File: src/cbl_pkg.sv
// Purpose: constants for the branch and load execution block
// Assumes: 8-bit data, word-addressed program counter
// Notes:   opcode field layout follows the core's 16-bit encoding
package cbl_pkg;
  localparam int PC_W   = 16;
  localparam int DATA_W = 8;
  localparam int ADDR_W = 16;
  // Status flag bit positions
  localparam int FLG_C = 0;
  localparam int FLG_Z = 1;
  localparam int FLG_N = 2;
  localparam int FLG_V = 3;
  localparam int FLG_S = 4;
  localparam int FLG_H = 5;
  localparam int FLG_T = 6;
  localparam int FLG_I = 7;
  // Opcode match patterns
  localparam logic [15:0] BRBC_MASK  = 16'hFC00;
  localparam logic [15:0] BRBC_PAT   = 16'hF400;
  localparam logic [15:0] BRBS_PAT   = 16'hF000;
  localparam logic [15:0] COPY_MASK  = 16'hFC00;
  localparam logic [15:0] COPY_PAT   = 16'h2C00;
  localparam logic [15:0] PAIR_MASK  = 16'hFF00;
  localparam logic [15:0] PAIR_PAT   = 16'h0100;
  localparam logic [15:0] IMM_MASK   = 16'hF000;
  localparam logic [15:0] IMM_PAT    = 16'hE000;
  localparam logic [15:0] LDP_MASK   = 16'hFE00;
  localparam logic [15:0] LDP_PAT    = 16'h9000;
  localparam logic [15:0] DISP_MASK  = 16'hD200;
  localparam logic [15:0] DISP_PAT   = 16'h8000;
  // Pointer register indices (low byte)
  localparam logic [4:0] PTR_X = 5'h1A;
  localparam logic [4:0] PTR_Y = 5'h1C;
  localparam logic [4:0] PTR_Z = 5'h1E;
  // Pointer mode codes from opcode bits [3:0]
  localparam logic [3:0] PM_X     = 4'hC;
  localparam logic [3:0] PM_XINC  = 4'hD;
  localparam logic [3:0] PM_XDEC  = 4'hE;
  localparam logic [3:0] PM_YINC  = 4'h9;
  localparam logic [3:0] PM_YDEC  = 4'hA;
  localparam logic [3:0] PM_ZINC  = 4'h1;
  localparam logic [3:0] PM_ZDEC  = 4'h2;
  localparam logic [PC_W-1:0] PC_RST = 16'h0000;
endpackage

File: src/cbl_branch_cond.sv
// Purpose: evaluates the condition of a flag-testing relative branch
// Assumes: flags are the current status register
// Notes:   purely combinational
`timescale 1ns/1ps
module cbl_branch_cond (
  // Decode
  input  wire logic [2:0] i_sel,
  input  wire logic       i_when_set,
  // Flags
  input  wire logic [7:0] i_flags,
  // Result
  output logic            o_take
);
  wire flag_sel = i_flags[i_sel];
  assign o_take = i_when_set ? flag_sel : ~flag_sel;
endmodule

File: src/cbl_exec.sv
// Purpose: executes flag-testing relative branches, register moves and
//          pointer-based data memory loads
// Assumes: one instruction offered at a time with i_valid; memory read
//          data stands in the same cycle as o_mem_rd
// Notes:   flags never written here; S flag (bit 4) is N xor V
// Operation
// - Branch on carry clear jumps by offset plus one when C is 0, in 1 or 2 clocks.
// - Same-or-higher branch acts as carry clear and leaves flags alone.
// - Unsigned lower branch jumps only when C is 1, else falls through.
// - Minus branch jumps only when N is 1, 1 clock not taken and 2 taken.
// - Plus branch jumps only when N is 0 and changes no flag.
// - Signed greater-or-equal branch jumps when N xor V is 0, in 1 or 2 clocks.
// - Signed less-than branch jumps when N xor V is 1, else falls through.
// - Half-carry-set branch jumps only when H is 1, flags unchanged, 1 or 2 clocks.
// - Half-carry-clear branch jumps only when H is 0, flags unchanged.
// - Transfer-set branch jumps only when T is 1, else next instruction.
// - Transfer-clear branch jumps only when T is 0, flags unchanged.
// - Overflow-set branch jumps only when V is 1, 1 clock not taken, 2 taken.
// - Pre-decrement loads decrement the pointer then read at the new address, 2 clocks.
// - Post-increment loads read at the pointer then increment it, 2 clocks.
// - Displacement loads read at pointer plus q and keep the pointer, 2 clocks.
`timescale 1ns/1ps
module cbl_exec (
  // Clock and reset
  input  wire logic                        i_clk,
  input  wire logic                        i_nrst,
  // Instruction
  input  wire logic                        i_valid,
  input  wire logic [15:0]                 i_instr,
  output logic                             o_ready,
  // Status flags
  input  wire logic [7:0]                  i_flags,
  // Register file
  output logic [4:0]                       o_rf_ra,
  input  wire logic [cbl_pkg::DATA_W-1:0]  i_rf_rdata_a,
  output logic [4:0]                       o_rf_rb,
  input  wire logic [cbl_pkg::DATA_W-1:0]  i_rf_rdata_b,
  output logic [4:0]                       o_ptr_idx,
  input  wire logic [cbl_pkg::ADDR_W-1:0]  i_ptr_val,
  output logic                             o_rf_we,
  output logic [4:0]                       o_rf_wa,
  output logic [cbl_pkg::DATA_W-1:0]       o_rf_wdata,
  output logic                             o_rf_we2,
  output logic [4:0]                       o_rf_wa2,
  output logic [cbl_pkg::DATA_W-1:0]       o_rf_wdata2,
  output logic                             o_ptr_we,
  output logic [cbl_pkg::ADDR_W-1:0]       o_ptr_wdata,
  // Data memory
  output logic                             o_mem_rd,
  output logic [cbl_pkg::ADDR_W-1:0]       o_mem_addr,
  input  wire logic [cbl_pkg::DATA_W-1:0]  i_mem_rdata,
  // Program counter
  output logic [cbl_pkg::PC_W-1:0]         o_pc,
  output logic                             o_flags_we
);
  typedef enum logic [1:0] {
    CBL_IDLE  = 2'b00,
    CBL_BRTK  = 2'b01,
    CBL_LOAD  = 2'b10
  } cbl_state_e;

  cbl_state_e                    state_q, state_d;
  logic [cbl_pkg::PC_W-1:0]      pc_q, pc_d;
  logic [cbl_pkg::PC_W-1:0]      target_q, target_d;
  logic [4:0]                    load_dst_q;
  logic [4:0]                    ptr_idx_q;
  logic                          ptr_we_q;
  logic [cbl_pkg::ADDR_W-1:0]    ptr_wdata_q;
  logic                          rf_we_q, rf_we2_q;
  logic [4:0]                    rf_wa_q, rf_wa2_q;
  logic [cbl_pkg::DATA_W-1:0]    rf_wd_q, rf_wd2_q;
  logic                          mem_rd_q;
  logic [cbl_pkg::ADDR_W-1:0]    mem_addr_q;

  // Decode
  wire is_br   = (i_instr & cbl_pkg::BRBC_MASK) == cbl_pkg::BRBC_PAT
               || (i_instr & cbl_pkg::BRBC_MASK) == cbl_pkg::BRBS_PAT;
  wire is_copy = (i_instr & cbl_pkg::COPY_MASK) == cbl_pkg::COPY_PAT;
  wire is_pair = (i_instr & cbl_pkg::PAIR_MASK) == cbl_pkg::PAIR_PAT;
  wire is_imm  = (i_instr & cbl_pkg::IMM_MASK) == cbl_pkg::IMM_PAT;
  wire is_ldp  = (i_instr & cbl_pkg::LDP_MASK) == cbl_pkg::LDP_PAT;
  wire is_disp = (i_instr & cbl_pkg::DISP_MASK) == cbl_pkg::DISP_PAT;
  wire [3:0] pmode = i_instr[3:0];
  wire [4:0] rd    = i_instr[8:4];
  wire [4:0] rr    = {i_instr[9], i_instr[3:0]};
  wire [7:0] kimm  = {i_instr[11:8], i_instr[3:0]};
  wire [5:0] disp  = {i_instr[13], i_instr[11:10], i_instr[2:0]};
  wire       post_inc = pmode == cbl_pkg::PM_XINC || pmode == cbl_pkg::PM_YINC
                     || pmode == cbl_pkg::PM_ZINC;
  wire       pre_dec  = pmode == cbl_pkg::PM_XDEC || pmode == cbl_pkg::PM_YDEC
                     || pmode == cbl_pkg::PM_ZDEC;
  // Direct-address and reserved codes fall through as unknown opcodes
  wire       ldp_ok   = post_inc || pre_dec
                     || pmode == cbl_pkg::PM_X;
  wire       is_load  = (is_ldp && ldp_ok) || is_disp;
  wire [4:0] ldp_ptr  = (pmode[3:2] == 2'b11) ? cbl_pkg::PTR_X :
                        (pmode[3] ? cbl_pkg::PTR_Y : cbl_pkg::PTR_Z);
  wire [4:0] disp_ptr = i_instr[3] ? cbl_pkg::PTR_Y : cbl_pkg::PTR_Z;
  wire [4:0] ptr_sel  = is_ldp ? ldp_ptr : disp_ptr;

  // Condition: bit 10 clear tests for set; S flag gives N xor V
  wire       take;
  wire [7:0] flags_s = {i_flags[7:5], i_flags[cbl_pkg::FLG_N] ^ i_flags[cbl_pkg::FLG_V],
                        i_flags[3:0]};
  cbl_branch_cond u_cond (
    .i_sel      (i_instr[2:0]),
    .i_when_set (~i_instr[10]),
    .i_flags    (flags_s),
    .o_take     (take)
  );

  // Signed word offset from incremented PC
  wire [cbl_pkg::PC_W-1:0] off_ext = {{(cbl_pkg::PC_W-7){i_instr[9]}}, i_instr[9:3]};
  wire [cbl_pkg::PC_W-1:0] pc_inc  = pc_q + 16'h0001;
  wire [cbl_pkg::PC_W-1:0] br_tgt  = pc_inc + off_ext;

  wire [cbl_pkg::ADDR_W-1:0] ptr_dec = i_ptr_val - 16'h0001;
  wire [cbl_pkg::ADDR_W-1:0] ptr_inc = i_ptr_val + 16'h0001;
  wire [cbl_pkg::ADDR_W-1:0] ptr_dsp = i_ptr_val + {10'h000, disp};
  wire                       idle    = state_q == CBL_IDLE;
  wire                       go      = idle && i_valid;

  assign o_ready    = idle;
  // Pair copy reads the source high byte through port a
  assign o_rf_ra    = is_pair ? {i_instr[3:0], 1'b1} : rd;
  assign o_rf_rb    = is_pair ? {i_instr[3:0], 1'b0} : rr;
  // Pointer index held through the load so the update lands on it
  assign o_ptr_idx  = (state_q == CBL_LOAD) ? ptr_idx_q : ptr_sel;
  assign o_flags_we = 1'b0;

  always_comb begin
    state_d  = state_q;
    pc_d     = pc_q;
    target_d = target_q;
    case (state_q)
      CBL_IDLE: begin
        if (i_valid) begin
          if (is_br && take) begin
            target_d = br_tgt;
            state_d  = CBL_BRTK;
          end else if (is_load) begin
            state_d  = CBL_LOAD;
          end else begin
            pc_d     = pc_inc;
          end
        end
      end
      CBL_BRTK: begin
        pc_d    = target_q;
        state_d = CBL_IDLE;
      end
      CBL_LOAD: begin
        pc_d    = pc_inc;
        state_d = CBL_IDLE;
      end
      default: state_d = CBL_IDLE;
    endcase
  end

  always_ff @(posedge i_clk) begin
    if (!i_nrst) begin
      state_q  <= CBL_IDLE;
      pc_q     <= cbl_pkg::PC_RST;
      target_q <= cbl_pkg::PC_RST;
    end else begin
      state_q  <= state_d;
      pc_q     <= pc_d;
      target_q <= target_d;
    end
  end

  // Memory access and pointer update issued on the second load clock
  always_ff @(posedge i_clk) begin
    if (!i_nrst) begin
      mem_rd_q    <= 1'b0;
      mem_addr_q  <= 16'h0000;
      ptr_we_q    <= 1'b0;
      ptr_wdata_q <= 16'h0000;
      load_dst_q  <= 5'h00;
      ptr_idx_q   <= 5'h00;
    end else begin
      mem_rd_q   <= go && is_load;
      ptr_we_q   <= go && is_ldp && (post_inc || pre_dec);
      load_dst_q <= rd;
      ptr_idx_q  <= ptr_sel;
      if (is_ldp) begin
        mem_addr_q  <= pre_dec ? ptr_dec : i_ptr_val;
        ptr_wdata_q <= pre_dec ? ptr_dec : ptr_inc;
      end else begin
        mem_addr_q  <= ptr_dsp;
        ptr_wdata_q <= i_ptr_val;
      end
    end
  end

  // Register writes: single clock moves, load data on the second clock
  always_ff @(posedge i_clk) begin
    if (!i_nrst) begin
      rf_we_q  <= 1'b0;
      rf_we2_q <= 1'b0;
      rf_wa_q  <= 5'h00;
      rf_wa2_q <= 5'h00;
      rf_wd_q  <= 8'h00;
      rf_wd2_q <= 8'h00;
    end else begin
      rf_we_q  <= go && (is_copy || is_pair || is_imm);
      rf_we2_q <= go && is_pair;
      rf_wa_q  <= is_imm ? {1'b1, i_instr[7:4]} :
                  (is_pair ? {i_instr[7:4], 1'b0} : rd);
      rf_wa2_q <= {i_instr[7:4], 1'b1};
      rf_wd_q  <= is_imm ? kimm : i_rf_rdata_b;
      rf_wd2_q <= i_rf_rdata_a;
    end
  end

  // Load data is written back in the same cycle as the read
  assign o_rf_we     = rf_we_q || (state_q == CBL_LOAD);
  assign o_rf_wa     = (state_q == CBL_LOAD) ? load_dst_q : rf_wa_q;
  assign o_rf_wdata  = (state_q == CBL_LOAD) ? i_mem_rdata : rf_wd_q;
  assign o_rf_we2    = rf_we2_q;
  assign o_rf_wa2    = rf_wa2_q;
  assign o_rf_wdata2 = rf_wd2_q;
  assign o_ptr_we    = ptr_we_q;
  assign o_ptr_wdata = ptr_wdata_q;
  assign o_mem_rd    = mem_rd_q;
  assign o_mem_addr  = mem_addr_q;
  assign o_pc        = pc_q;
endmodule

File: config.mk
export PLATFORM = sky130hd
export DESIGN_NAME = cbl_exec
export DESIGN_NICKNAME = d
export VERILOG_FILES = /design/src/cbl_pkg.sv /design/src/cbl_branch_cond.sv /design/src/cbl_exec.sv
export SDC_FILE = /design/constraint.sdc
export NUM_CORES = 1
export LEC_CHECK = 0
export BUFFER_PORTS_ARGS = -buffer_cell sky130_fd_sc_hd__buf_2
export CAP_MARGIN = 10
export CORE_MARGIN = 2
export CORE_UTILIZATION = 43
export DETAILED_ROUTE_END_ITERATION = 8
export GPL_TIMING_DRIVEN = 0
export HOLD_SLACK_MARGIN = 0.15
export PLACE_DENSITY_LB_ADDON = 0.05
export SKIP_CTS_REPAIR_TIMING = 1
export SLEW_MARGIN = 20
export SYNTH_ARGS = -nofsm -noshare
export SYNTH_HDL_FRONTEND = slang
export SYNTH_SLANG_ARGS = --single-unit
File: constraint.sdc
create_clock -name i_clk -period 3.3 [get_ports i_clk]
set_input_delay 0.495 -clock i_clk [delete_from_list [all_inputs] [get_ports i_clk]]
set_output_delay 0.495 -clock i_clk [all_outputs]
set_load 0.03 [all_outputs]
==> impl_metrics.py <==
metrics = {
    "outcome": {
        "outcome": "finished, final reports clean",
    },
    "timing": {
        "fmax_ghz": 0.316,
        "timing_worst_slew_pin_value_ns": 0.757,
        "hold_viol_final": 0,
        "min_period_ns": 3.16,
        "fin_hold_ws_ns": 0.269,
        "slew_headroom_pct": 49.5,
        "drv_slew": 0,
        "finalSetupViolCount": 0,
        "finalCritPeriodShare_pct": 95.8,
        "skew_ns": 0.00755,
        "layout_setup_ws_ns": 0.140,
    },
    "synthesis": {
        "ys.warnings.count": 0,
        "synth-simple-area-share_pct": 27.8,
        "synth-compound-area-share_pct": 15.7,
        "synth.avg_cell_area_um2": 7.81,
        "syn-cell-area_um2": 5930,
        "synthXorXnorAreaFrac_pct": 10.3,
        "muxShareOfSynthArea_pct": 0.907,
        "synth_edf_count": 0,
        "synth_cell_types": 66,
        "seq_area_frac_synth_pct": 33.7,
        "syn_inst": 760,
        "synth_ff_type": "dfxtp_1",
        "ys_ff_latch": 100,
        "synth_top_family_by_area": "simple AND/OR/NAND/NOR gates",
        "synth_async_sr_flop_share_pct": 0,
        "synthAdderAreaFrac_pct": 6.79,
    },
    "place": {
        "place.port_buffers": 154,
        "dp_slack_ns": -0.419,
        "gp_congestion": 0.884,
        "dpl.hpwl_um": 13900,
    },
    "final_layout": {
        "multi_input_area_um2": 3710,
        "regArea_um2": 2010,
        "final_cell_mix": "buf_2, nand2_1, dfxtp_1, nor2_1, a21oi_1",
        "drive_gt1_share_pct": 23.4,
        "area_delta_synth_final_pct": 22.8,
        "fill_cells": 1383,
        "mostFrequentLayoutCell": "buf_2",
        "antenna_cells": 0,
        "nets": 1023,
    },
    "global_route": {
        "first_global_vias": 5456,
        "grt_max_degree": 20,
        "grt.overflow.total": 0,
        "met1_usage_pct": 33.9,
        "met3_usage_pct": 5.26,
        "met2_usage_pct": 39.2,
        "grt_antenna_before_repair": 1,
        "busiest_layer": "met2",
        "grt_util_all_layers_pct": 24.5,
        "grt_pass1_wl_um": 28300,
    },
    "worst_setup_path": {
        "worst-path-buf-inv": 0,
        "startpoint_type": "register",
        "end_kind": "register",
        "worstPathMaxFanout": 6,
        "reg2reg_to": "target_q[15]",
        "crit_family": "compound AO/OA/AOI/OAI gates",
        "cp_cell_sequence": "ha_2 -> and3_1 -> and3_4 -> nand3_2 -> xnor2_2 -> ha_1 -> nand2_1 -> nor2_1 -> a211oi_1 -> o21ai_0 -> o21ai_1 -> xnor2_1 -> a21oi_1",
        "max_stage_delay_ns": 0.40,
        "cp.depth": 13,
        "critPathArrivalTime_ns": 3.39,
        "cp.required_ns": 3.53,
        "endpoint": "target_q[15]",
        "r2r_cells": 13,
        "reg2reg_from": "o_pc[1]",
        "cp_slowest_cell": "dfxtp_2",
        "critPathLaunch": "o_pc[1]",
        "reg2reg_slack_ns": 0.14,
        "crit_type": "register to register",
    },
    "die": {
        "fp.dieH_um": 121,
        "io_pins": 162,
        "placementRows": 42,
        "core_area_um2": 13300,
        "initial_core_util_pct": 44.5,
        "die-area_um2": 14800,
        "die_w_um": 121,
    },
    "flow_run": {
        "max_cap_viol_count": 0,
    },
    "min_path": {
        "hp-class": "primary input to register",
        "hp-start": "i_nrst",
    },
    "clock_tree": {
        "cts_sinks": 100,
        "cts_max_level": 3,
        "cts_made_buffers": 9,
        "clockBufferDepth": 2,
        "clkLatencyLatePin_ns": 0.36,
        "clk_pin_slew_ns": 0.08,
        "cts-root-buf": "clkbuf_16",
        "cts_tree": "built",
    },
    "route": {
        "drt_iter0_markers": 411,
        "via_per_inst": 5.40,
        "avgRoutedWirePerCell_um": 16.4,
        "drtPass1Iterations": 5,
        "wl_um": 18200,
        "ant_nets": 0,
        "num_vias": 5974,
        "drc_errors": 0,
    },
    "power_and_ir_drop": {
        "p_per_area_nw_per_um2": 397,
        "ir_worst_vdd_uv": 191,
        "p_leak_nw": 3.30,
    },
}
worst min path at each step:
| stage | end | cells after the start |
|---|---|---|
| after floorplan | target_q[1] | 2 |
| after global placement | target_q[7] | 2 |
| after detailed placement | target_q[1] | 2 |
| after CTS | o_rf_wa2[0] | 1 |
| after global routing | o_rf_wa2[0] | 1 |
| final | ptr_idx_q[3] | 1 |
cell families after synthesis:
logic type | count (synthesis)
compound gates | 145
xor+xnor | 70
fa+ha+maj | 31
buf+inv | 62
flops | 100
mux | 4
other cells | 1
simple gates | 347
worst reg2reg max path, stage by stage (launching register included):
cell,delay (ns)
dfxtp_2,0.40
ha_2,0.24
and3_1,0.23
and3_4,0.28
nand3_2,0.17
xnor2_2,0.26
ha_1,0.32
nand2_1,0.08
nor2_1,0.04
a211oi_1,0.28
o21ai_0,0.21
o21ai_1,0.29
xnor2_1,0.16
a21oi_1,0.08
registers in the layout (all words and copies together), names as in the netlist, 2 cells and up:
register / count
o_ptr_wdata: 16
rf_wa_q: 5
load_dst_q: 5
o_pc: 16
rf_wd_q: 8
o_mem_addr: 16
ptr_idx_q: 3
o_rf_wdata2: 8
state_q: 2
target_q: 16
metrics by stage:
| step | setup TNS (ns) | utilization, % | power [mW] | cell area (um2) | std cells |
|---|---|---|---|---|---|
| floorplan | 0 | - | 1.68 | 5940 | 761 |
| global placement | -1.27 | 51.9 | 1.87 | 6930 | 1091 |
| detailed placement | -1.37 | 51.9 | 1.88 | 6930 | 1091 |
| CTS | -1.65 | 54.1 | 2.91 | 7220 | 1107 |
| global route | -0.0872 | 54.6 | 3.02 | 7290 | 1106 |
| finish | 0 | 54.6 | 2.90 | 7290 | 1106 |
layout make-up:
cell class / instances / share of cell area (%)
clock inverters: 7 / 0.927
clock buffers: 9 / 3.09
multi-input cells: 599 / 50.9
inverters: 11 / 0.567
well taps: 176 / 3.02
plain buffers: 48 / 3.12
repair buffers: 156 / 10.8
flip-flops and latches: 100 / 27.6
Yosys cell counts (4+ instances only):
cell type  number  area share (%)
o211ai_1        9             1.1
nor3_1          9            0.76
nand4_1         8            0.84
dfxtp_1       100              34
nor2b_1         6            0.63
nand2b_1       14             1.5
and3_1         16             1.7
nand2_1       139             8.8
and2_1         18             1.9
o22ai_1         9            0.95
clkbuf_1       36             2.3
or3_1           7            0.74
o21ai_0        26             2.2
a211oi_1       16             2.0
ha_1           29             6.1
buf_4           8             1.0
a21o_1          5            0.63
nor4_1          4            0.42
inv_1          10            0.63
a21oi_1        48             4.0
and4_1          4            0.59
xor2_1         34             5.0
buf_2           6            0.51
nand3_1        34             2.9
xnor2_1        36             5.3
nor2_1         70             4.4
power breakdown:
part	total, mW	internal, mW	switching (mW)
Combinational	0.575	0.199	0.377
Clock	1.04	0.530	0.511
Sequential	1.28	1.26	0.0197
Total	2.90	1.99	0.907
layer usage:
layer,share of wire (%),routed length (um),vias to the layer above
met3,8.6,1560,16
met4,0.78,142,2
li1,-,-,2949
met2,44,8090,250
met5,0.071,13,-
met1,46,8380,2757
(Power assumes the default switching activity.)
